==> config.mk <==
export PLATFORM = sky130hd
export DESIGN_NAME = gp_timer
export DESIGN_NICKNAME = d
export VERILOG_FILES = /design/src/gp_timer_pkg.sv /design/src/gp_timer.sv
export VERILOG_INCLUDE_DIRS = /design/src
export SDC_FILE = /design/constraint.sdc
export NUM_CORES = 1
export LEC_CHECK = 0
export ABC_AREA = 1
export BUFFER_PORTS_ARGS = -buffer_cell sky130_fd_sc_hd__clkbuf_2
export CAP_MARGIN = 20
export CORE_MARGIN = 1.5
export CORE_UTILIZATION = 35
export DETAILED_ROUTE_END_ITERATION = 12
export PLACE_DENSITY_LB_ADDON = 0.2
export SYNTH_ARGS = -nofsm -noshare
export SYNTH_HDL_FRONTEND = slang
export SYNTH_SLANG_ARGS = --single-unit
==> constraint.sdc <==
create_clock -name CLK -period 4.97 [get_ports CLK]
set_input_delay 0.497 -clock CLK [delete_from_list [all_inputs] [get_ports CLK]]
set_output_delay 0.497 -clock CLK [all_outputs]
set_load 0.01 [all_outputs]
==> src/gp_timer_consts.svh <==
// Constants for the general-purpose timer/counter: field positions, reset values, defaults.
// Assumes inclusion by gp_timer_pkg.sv and gp_timer.sv by bare name.
`ifndef GP_TIMER_CONSTS_SVH
`define GP_TIMER_CONSTS_SVH
`define TMR_WIDTH        16
`define TMR_CTRL_WIDTH   16
`define TMR_STOP_IDLE_BIT 13
`define TMR_PRE_BIT_HI   5
`define TMR_PRE_BIT_LO   4
`define TMR_GATE_BIT     6
`define TMR_SRC_SEL_BIT  1
`define TMR_ASYNC_BIT    2
`define TMR_ON_BIT       15
`define TMR_COUNT_RST    16'h0000
`define TMR_PERIOD_RST   16'hffff
`define TMR_PIN_RST      1'b0
`define TMR_PRE_WIDTH    8
`define TMR_DIV8_LIMIT   8'h07
`define TMR_DIV64_LIMIT  8'h3f
`define TMR_DIV256_LIMIT 8'hff
`endif

==> src/gp_timer_pkg.sv <==
// Types for the general-purpose timer/counter.
// Assumes nothing beyond the constants header.
`default_nettype none
`include "gp_timer_consts.svh"
package gp_timer_pkg;
  typedef enum logic [1:0]
  {
    SRC_INSTR = 2'b00,
    SRC_GATED = 2'b01,
    SRC_SYNC  = 2'b10,
    SRC_ASYNC = 2'b11
  } count_src_t;
  typedef enum logic [1:0]
  {
    PRE_DIV1   = 2'b00,
    PRE_DIV8   = 2'b01,
    PRE_DIV64  = 2'b10,
    PRE_DIV256 = 2'b11
  } prescale_t;
endpackage : gp_timer_pkg
`default_nettype wire

==> src/gp_timer.sv <==
// General-purpose 16-bit timer/counter (four count sources), its prescaler and pin edge detector.
// Assumes CLK is the instruction clock; all pins are synchronous to it.
//
// Summary of operation
// - Timer mode counts instruction cycles up to period, then zero, continues.
// - In idle, timer halts when stop-in-idle bit 13 is one.
// - Halted counting resumes from held value when idle ends.
// - Sync counter mode counts synchronised external rising edges, wraps after period.
// - Sync counter halts in idle only while stop-in-idle is one.
// - Async counter mode counts every external rising edge, wraps after period.
// - Async counter stops in idle when stop-in-idle is one.
// - Timer keeps running through idle unless stop-in-idle set; it stops in sleep.
// - Interrupt request on period match and on gate falling edge in gated mode.
// - Clock-source select one counts the external clock input.
// - Source select zero with gate enable one selects gated accumulation.
`timescale 1ns/1ps
`default_nettype none
`include "gp_timer_consts.svh"
module gp_timer
  import gp_timer_pkg::*;
#(
  parameter int WIDTH = `TMR_WIDTH
)
(
  // Clock and reset
  input  wire logic                       CLK,
  input  wire logic                       RST_B,
  // Control word and period
  input  wire logic [`TMR_CTRL_WIDTH-1:0] TIMER_CONTROL_WORD,
  input  wire logic [WIDTH-1:0]           PERIOD_MATCH_VALUE,
  // Processor power state
  input  wire logic                       CPU_IDLE,
  input  wire logic                       CPU_SLEEP,
  // External clock / gate pin
  input  wire logic                       EXT_CLK_GATE,
  // Status
  output logic [WIDTH-1:0]                COUNT,
  output logic                            IRQ
);

////////////////////////////////////////////////////////////////////////////////
// Control decode

  logic       timer_on;
  logic       stop_in_idle;
  logic       clock_source_select;
  logic       gate_accumulate_enable;
  logic       async_select;
  prescale_t  pre_sel;
  count_src_t src;

  assign timer_on               = TIMER_CONTROL_WORD[`TMR_ON_BIT];
  assign stop_in_idle           = TIMER_CONTROL_WORD[`TMR_STOP_IDLE_BIT];
  assign clock_source_select    = TIMER_CONTROL_WORD[`TMR_SRC_SEL_BIT];
  assign gate_accumulate_enable = TIMER_CONTROL_WORD[`TMR_GATE_BIT];
  assign async_select           = TIMER_CONTROL_WORD[`TMR_ASYNC_BIT];
  assign pre_sel = prescale_t'(TIMER_CONTROL_WORD[`TMR_PRE_BIT_HI:`TMR_PRE_BIT_LO]);

  always_comb
  begin
    if (clock_source_select)
      src = async_select ? SRC_ASYNC : SRC_SYNC;
    else if (gate_accumulate_enable)
      src = SRC_GATED;
    else
      src = SRC_INSTR;
  end

////////////////////////////////////////////////////////////////////////////////
// Pin sampling and edge detection

  // The pin is taken as synchronous, so one stage of history is enough;
  // a truly asynchronous source would need a synchroniser in front.
  logic rise;
  logic fall;

  gp_edge_detect
  #(
    .IDLE_LEVEL (`TMR_PIN_RST)
  )
  pin_edge
  (
    .clk   (CLK),
    .rst_b (RST_B),
    .pin   (EXT_CLK_GATE),
    .rise  (rise),
    .fall  (fall)
  );

////////////////////////////////////////////////////////////////////////////////
// Source qualification

  // Idle halts only when stop-in-idle is set. Sleep stops the core clock, so
  // only the external modes advance there; this one-clock model approximates
  // that by ignoring sleep for the external sources.
  logic halt;
  logic instr_tick;
  logic gate_tick;
  logic ext_tick;
  logic src_tick;

  assign halt       = CPU_IDLE & stop_in_idle;
  assign instr_tick = ~CPU_SLEEP;
  assign gate_tick  = ~CPU_SLEEP & EXT_CLK_GATE;
  assign ext_tick   = rise;

  always_comb
  begin
    case (src)
      SRC_INSTR: src_tick = instr_tick;
      SRC_GATED: src_tick = gate_tick;
      SRC_SYNC:  src_tick = ext_tick;
      SRC_ASYNC: src_tick = ext_tick;
      default:   src_tick = 1'b0;
    endcase
  end

////////////////////////////////////////////////////////////////////////////////
// Prescaler

  // One ratio table serves every source, so the gated and external modes
  // divide exactly as the instruction-cycle mode does.
  localparam int PRE_WIDTH = `TMR_PRE_WIDTH;
  logic [PRE_WIDTH-1:0] pre_limit;
  logic                 pre_en;
  logic                 pre_clr;
  logic                 step;

  always_comb
  begin
    case (pre_sel)
      PRE_DIV1:   pre_limit = '0;
      PRE_DIV8:   pre_limit = PRE_WIDTH'(`TMR_DIV8_LIMIT);
      PRE_DIV64:  pre_limit = PRE_WIDTH'(`TMR_DIV64_LIMIT);
      PRE_DIV256: pre_limit = PRE_WIDTH'(`TMR_DIV256_LIMIT);
      default:    pre_limit = '0;
    endcase
  end

  assign pre_en  = timer_on & ~halt & src_tick;
  assign pre_clr = ~timer_on;

  gp_prescaler
  #(
    .PRE_WIDTH (PRE_WIDTH)
  )
  pre_div
  (
    .clk   (CLK),
    .rst_b (RST_B),
    .clr   (pre_clr),
    .tick  (pre_en),
    .limit (pre_limit),
    .step  (step)
  );

////////////////////////////////////////////////////////////////////////////////
// Counter

  // Compared against the live period input, so a new period applies at once.
  logic [WIDTH-1:0] count_reg;
  logic [WIDTH-1:0] count_next;
  logic             match;

  assign match = (count_reg == PERIOD_MATCH_VALUE);

  always_comb
  begin
    count_next = count_reg;
    if (step)
    begin
      if (match)
        count_next = '0;
      else
        count_next = count_reg + WIDTH'(1);
    end
  end

  always_ff @(posedge CLK or negedge RST_B)
  begin
    if (!RST_B)
      count_reg <= WIDTH'(`TMR_COUNT_RST);
    else
      count_reg <= count_next;
  end

////////////////////////////////////////////////////////////////////////////////
// Interrupt request

  // A one-cycle pulse, not a sticky flag: whoever keeps the pending bit
  // latches it, so there is no set/clear race to settle here.
  logic irq_reg;
  logic irq_next;
  logic gate_fall;

  assign gate_fall = timer_on & (src == SRC_GATED) & fall;

  always_comb
  begin
    irq_next = 1'b0;
    if (step && match)
      irq_next = 1'b1;
    if (gate_fall)
      irq_next = 1'b1;
  end

  always_ff @(posedge CLK or negedge RST_B)
  begin
    if (!RST_B)
      irq_reg <= 1'b0;
    else
      irq_reg <= irq_next;
  end

  assign COUNT = count_reg;
  assign IRQ   = irq_reg;

endmodule : gp_timer

////////////////////////////////////////////////////////////////////////////////
// Edge detector for a pin that is already synchronous to the clock

module gp_edge_detect
#(
  parameter logic IDLE_LEVEL = `TMR_PIN_RST
)
(
  // Clock and reset
  input  wire logic clk,
  input  wire logic rst_b,
  // Pin and its edges
  input  wire logic pin,
  output logic      rise,
  output logic      fall
);

  logic pin_reg;
  logic pin_next;

  always_comb
  begin
    pin_next = pin;
  end

  // Resetting to the idle level keeps a false edge from following reset
  always_ff @(posedge clk or negedge rst_b)
  begin
    if (!rst_b)
      pin_reg <= IDLE_LEVEL;
    else
      pin_reg <= pin_next;
  end

  assign rise = pin & ~pin_reg;
  assign fall = ~pin & pin_reg;

endmodule : gp_edge_detect

////////////////////////////////////////////////////////////////////////////////
// Prescaler: one step pulse per limit+1 qualified ticks

module gp_prescaler
#(
  parameter int PRE_WIDTH = `TMR_PRE_WIDTH
)
(
  // Clock and reset
  input  wire logic                 clk,
  input  wire logic                 rst_b,
  // Control
  input  wire logic                 clr,
  input  wire logic                 tick,
  input  wire logic [PRE_WIDTH-1:0] limit,
  // Divided enable
  output logic                      step
);

  logic [PRE_WIDTH-1:0] pre_reg;
  logic [PRE_WIDTH-1:0] pre_next;

  // A limit lowered below the running count ends the period at once
  // instead of letting the count run all the way round.
  always_comb
  begin
    pre_next = pre_reg;
    step     = 1'b0;
    if (clr)
      pre_next = '0;
    else if (tick)
    begin
      if (pre_reg >= limit)
      begin
        pre_next = '0;
        step     = 1'b1;
      end
      else
        pre_next = pre_reg + PRE_WIDTH'(1);
    end
  end

  always_ff @(posedge clk or negedge rst_b)
  begin
    if (!rst_b)
      pre_reg <= '0;
    else
      pre_reg <= pre_next;
  end

endmodule : gp_prescaler
`default_nettype wire

======== After elaboration in Yosys (flattened, before gate mapping) ========
Index checks and enable logic that the tools add are counted.
W data, S select, Z words.
cells by class
  add/sub/neg operators ................... 2
  $lt $le $gt $ge ......................... 1
  equal/unequal tests ..................... 8
  mux-type cells .......................... 14
  bitwise operators ....................... 12
  reductions and logical operators ........ 4
operators by type and width
  kind                     count
  $pmux W8 S4              1
  $mux W8                  3
  $add A16 B1 Y16 const B  1
  $eq A16 B16 Y1           1
  $mux W16                 1
  $add A8 B1 Y8 const B    1
  $and A1 B1 Y1            8
  $eq A2 B2 Y1 const B     4
  $ge A8 B8 Y1             1
  $mux W1                  7
  $eq A2 B1 Y1 const B     2
  $logic_not A2 Y1         2
  $not A1 Y1               4
  $pmux W1 S3              1
  $mux W2                  1
  $ne A2 B1 Y1 const B     1
  $reduce_or A2 Y1         1
  $logic_and A1 B1 Y1      1
word-level totals
  register bits ........................... 26
  bits of input ports ..................... 37
  output and inout bits ................... 17
  word-level logic and storage cells ...... 45

======== Depth between registers and ports, before layout ========
  depth in word-level cells ............... 11
  depth in mapped cells ................... 14
  mapped depth without buffers ............ 13

======== Modules after synthesis ========
A second synthesis with hierarchy kept.
second synthesis, totals
  cell total of the unflattened synthesis .. 339
  area total of the unflattened synthesis .. 2183.3 µm²
by module, submodules not included
  module          times used  cells an instance  area each (µm²)  sequential area each (µm²)
  gp_timer        1           238                1405.1           425.4
  gp_prescaler    1           96                 738.2            200.2
  gp_edge_detect  1           5                  40.0             25.0

======== Least setup slack after synthesis ========
OpenSTA, ideal clock, no wires.
  path kind ............................... input to register
  start ................................... input TIMER_CONTROL_WORD[5]
  end ..................................... register count_reg[3] (netlist: COUNT[3])
  setup time .............................. 0.065 ns
  arrival ................................. 1.747 ns
  required time ........................... 4.905 ns
  path slack .............................. 3.158 ns
  stages on the path ...................... 10
  path buffers ............................ 1
  cells stage by stage .................... inv_1 -> ha_1 -> a21oi_1 -> nor2_1 -> nor3_2 -> nand2_1 -> nand2_2 -> buf_4 -> nand2_1 -> nand2_1
between the ends
  word-level cells in the longest chain between the ends .. 6
  elaborated cells on any way between the ends .. 9
  classes of those cells .................. 1 x order compare; 3 x eq/ne; 4 x mux; 1 x reduce/logical
ends and longest elaborated chain
  what                                        line             text
  from (decl)                                 gp_timer.sv:29   input wire logic [`TMR_CTRL_WIDTH-1:0] TIMER_CONTROL_WORD,
  $eq A2 B2 Y1, or another cell as far along  gp_timer.sv:131  case (pre_sel)
  $pmux W8 S4 (*)                             gp_timer.sv:131
  $ge A8 B8 Y1 (*)                            gp_timer.sv:291  if (pre_reg >= limit)
  $mux W1 (*)                                 gp_timer.sv:291
  $mux W1 (*)                                 gp_timer.sv:289  else if (tick)
  $mux W1 (*)                                 gp_timer.sv:287  if (clr)
  to (signal assigned)                        gp_timer.sv:182  count_reg <= WIDTH'(`TMR_COUNT_RST);
  to (signal assigned)                        gp_timer.sv:184  count_reg <= count_next;
  to (decl)                                   gp_timer.sv:161  logic [WIDTH-1:0] count_reg;
Mark *: on every way between the ends. The rest lies on a longest branch, timed or not.
A chain may end at the register's enable or synchronous reset.

======== Worst setup path after layout ========
  start ................................... register pre_div.pre_reg[5]
  end ..................................... register count_reg[6] (netlist: COUNT[6])
between the ends
  word-level cells in the longest chain between the ends .. 4
ends and longest elaborated chain
  what                    line             text
  from (decl)             gp_timer.sv:278  logic [PRE_WIDTH-1:0] pre_reg;
  from (signal assigned)  gp_timer.sv:306  pre_reg <= pre_next;
  $ge A8 B8 Y1            gp_timer.sv:291
  $mux W1                 gp_timer.sv:291
  $mux W1                 gp_timer.sv:289
  $mux W1                 gp_timer.sv:287
Every way passes these cells.

==> results.json <==
{
  "ys_ff_latch": 26,
  "antenna_found_initial": 0,
  "ant_nets": 0,
  "cts.htree.levels": 1,
  "die_y_um": 78.6,
  "p_comb_share_pct": 11.5,
  "dp.cells": 418,
  "synth-xor-area-share_pct": 10.9,
  "critPathSlowestCell": "dfrtp_1",
  "grt_max_degree": 27,
  "syn_area_sq_mm": 0.00200,
  "synth_top_family_by_area": "simple AND/OR/NAND/NOR gates",
  "first_global_vias": 1723,
  "r2r_cells": 8,
  "placed_cell_area_sq_mm": 0.00227,
  "skew_ns": 0.0108,
  "wire_per_inst_um": 10.5,
  "hold_viol": 0,
  "cts_tree": "yes",
  "fillCellCount": 604,
  "p_switching_w": 0.000111,
  "path_class": "reg2reg",
  "seq_power_share_pct": 48.4,
  "antenna_cells": 0,
  "synth_fa_ha_area_share_pct": 5.00,
  "p_sw_share_pct": 24.3,
  "slowest_delay_ns": 0.44,
  "drt_iter0_drc": 56,
  "clk_pin_slew_ns": 0.11,
  "relSlewSlack_pct": 53.2,
  "whs_ns": 0.247,
  "totalWireLength_um": 4420,
  "post-cts-setup-buffer-count": 0,
  "rsz0062_at_grt": "no",
  "clk_latency_ns": 0.28,
  "final_cell_mix": "nand2_1, clkbuf_2, nor2_1",
  "dp_hpwl_um": 3310,
  "syn_area_per_cell_sq_um": 6.52,
  "root_buffer": "clkbuf_8",
  "ys_warn_count": 0,
  "multiInputGateArea_sq_mm": 0.00117,
  "synth_seq_area_share_pct": 32.5,
  "syn-num-nets": 352,
  "layout_commonest_cell": "nand2_1",
  "fin_tns_setup_ns": 0,
  "fin_crit_ns": 1.84,
  "cts_buffers": 3,
  "grt.overflow.total": 0,
  "port_buffers": 43,
  "hp-class": "in2async",
  "cts_sinks": 26,
  "worst_slack_ns": 3.13,
  "gp_congestion": 0.782,
  "grt_pass1_wl_um": 7640,
  "path_buf_inv": 0,
  "num_vias": 1856,
  "critPathTopFamily": "simple AND/OR/NAND/NOR gates",
  "crit_arrival_ns": 2.06,
  "ctsResizeCount": 0,
  "r2r_end": "COUNT[6]",
  "final_layout_size_suffix_gt1_share_pct": 16.9,
  "die_w_um": 78.6,
  "pwr-share-clk_pct": 40.1,
  "r2r-start": "pre_div.pre_reg[5]",
  "cp.required_ns": 5.19,
  "rows": 27,
  "max_freq_mhz": 544,
  "tightest_slew_ns": 0.702,
  "syn_inst": 307,
  "worst-path-max-fanout": 16,
  "nets": 396,
  "yosys.area_share.simple_pct": 38.7,
  "fin_crit_sh_pct": 37.0,
  "dieArea_sq_mm": 0.00618,
  "vias_per_cell": 4.40,
  "maxCapViolations": 0,
  "route.detailed.drc": 0,
  "rrSetupSlack_ns": 3.13,
  "synth_compound_area_share_pct": 3.94,
  "cp_cell_sequence": "ha_1 > a21oi_1 > nor2_1 > nor3_2 > nand2_1 > nand2_2 > nand2_1 > nand2_1",
  "p_int_w": 0.000346,
  "final_cells": 422,
  "setup_viol": 0,
  "powerDensity_mw_per_mm2": 195,
  "worstSetupStartpointType": "flip-flop",
  "vdd_drop_max_uv": 121,
  "cp_common_cell": "nand2_1",
  "clockBufferDepth": 2,
  "ctsHoldBuffers": 0,
  "synth.distinct_cells": 23,
  "post-place-ws_ns": 2.85,
  "ff_latch_area_sq_um": 651,
  "io-pin-count": 54,
  "grt_use_total_pct": 15.3,
  "synthMuxAreaShare_pct": 0,
  "endpoint_kind": "flip-flop",
  "first_pass_iters": 6,
  "coreArea_sq_mm": 0.00551,
  "slew_viol_final": 0,
  "start_util_pct": 36.3,
  "status": "completed",
  "fin_area_sq_mm": 0.00234,
  "area_delta_synth_final_pct": 17.1,
  "p_leak_nw": 1.24,
  "largest_register_ffs": 16,
  "critPathLaunch": "pre_div.pre_reg[5]"
}
## cells in the mapped netlist, drive strengths merged
master	n	share of area [%]
nand3b	1	0.38
ha	8	5.0
xor2	14	6.1
nor3	1	0.50
buf	4	1.8
inv	38	7.1
o21ai	7	1.8
and3	1	0.31
a21oi	5	1.8
nand2	135	26
xnor2	11	4.8
nor2	44	9.0
nand4	1	0.31
dfrtp	26	33
a21boi	1	0.38
nand3	10	2.5
## power by group through the flow
stage / clock network, W / registers (W) / logic [W]
floorplan: 0 / 0.000225 / 0.0000285
global placement: 0 / 0.000225 / 0.0000519
detailed placement: 0 / 0.000225 / 0.0000536
CTS: 0.000190 / 0.000221 / 0.0000537
global route: 0.000195 / 0.000221 / 0.0000618
finish: 0.000183 / 0.000221 / 0.0000525
## stage by stage
stage / utilization (%) / power, W
4_1_cts: 42.5 / 0.000464
6_report: 42.5 / 0.000457
3_3_place_gp: 41.2 / 0.000277
5_1_grt: 42.5 / 0.000479
2_1_floorplan: - / 0.000253
3_5_place_dp: 41.2 / 0.000278
## cell type report
| cell class | instances | area share, % |
|---|---|---|
| Multi-Input combinational cell | 239 | 50.1 |
| Sequential cell | 26 | 27.8 |
| Timing Repair Buffer | 43 | 9.19 |
| Inverter | 38 | 6.09 |
| Tap cell | 72 | 3.85 |
| Clock buffer | 3 | 1.76 |
| Clock inverter | 1 | 1.28 |
## kinds of logic (layout without fill, tap and decap cells)
family | after synthesis | in the layout
buffers and inverters | 42 | 85
DFF | 26 | 26
xor gates and xnor gates | 25 | 25
adders and majority gates | 8 | 8
and+or+nand+nor | 193 | 193
AOI/OAI and AO/OA | 13 | 13
## routing by layer
layer  share of wire [%]  wire (um)  track usage (%)  vias to the layer above
met5                   0          0                0                        -
met4                 1.2         54             3.75                        0
met3                 3.4        151             2.56                        8
met2                  48       2110             27.2                       33
met1                  48       2110             19.0                      807
li1                    -          -                -                     1008
## worst max path at each step
stage                end  slack, ns  cells after the start
2_1_floorplan   COUNT[3]       3.16                     10
3_3_place_gp    COUNT[1]       2.87                     10
3_5_place_dp    COUNT[4]       2.85                     10
4_1_cts         COUNT[6]       3.11                      8
5_1_grt        COUNT[15]       2.95                     11
6_report        COUNT[6]       3.13                      8
Power figures use the tool's default switching activity.
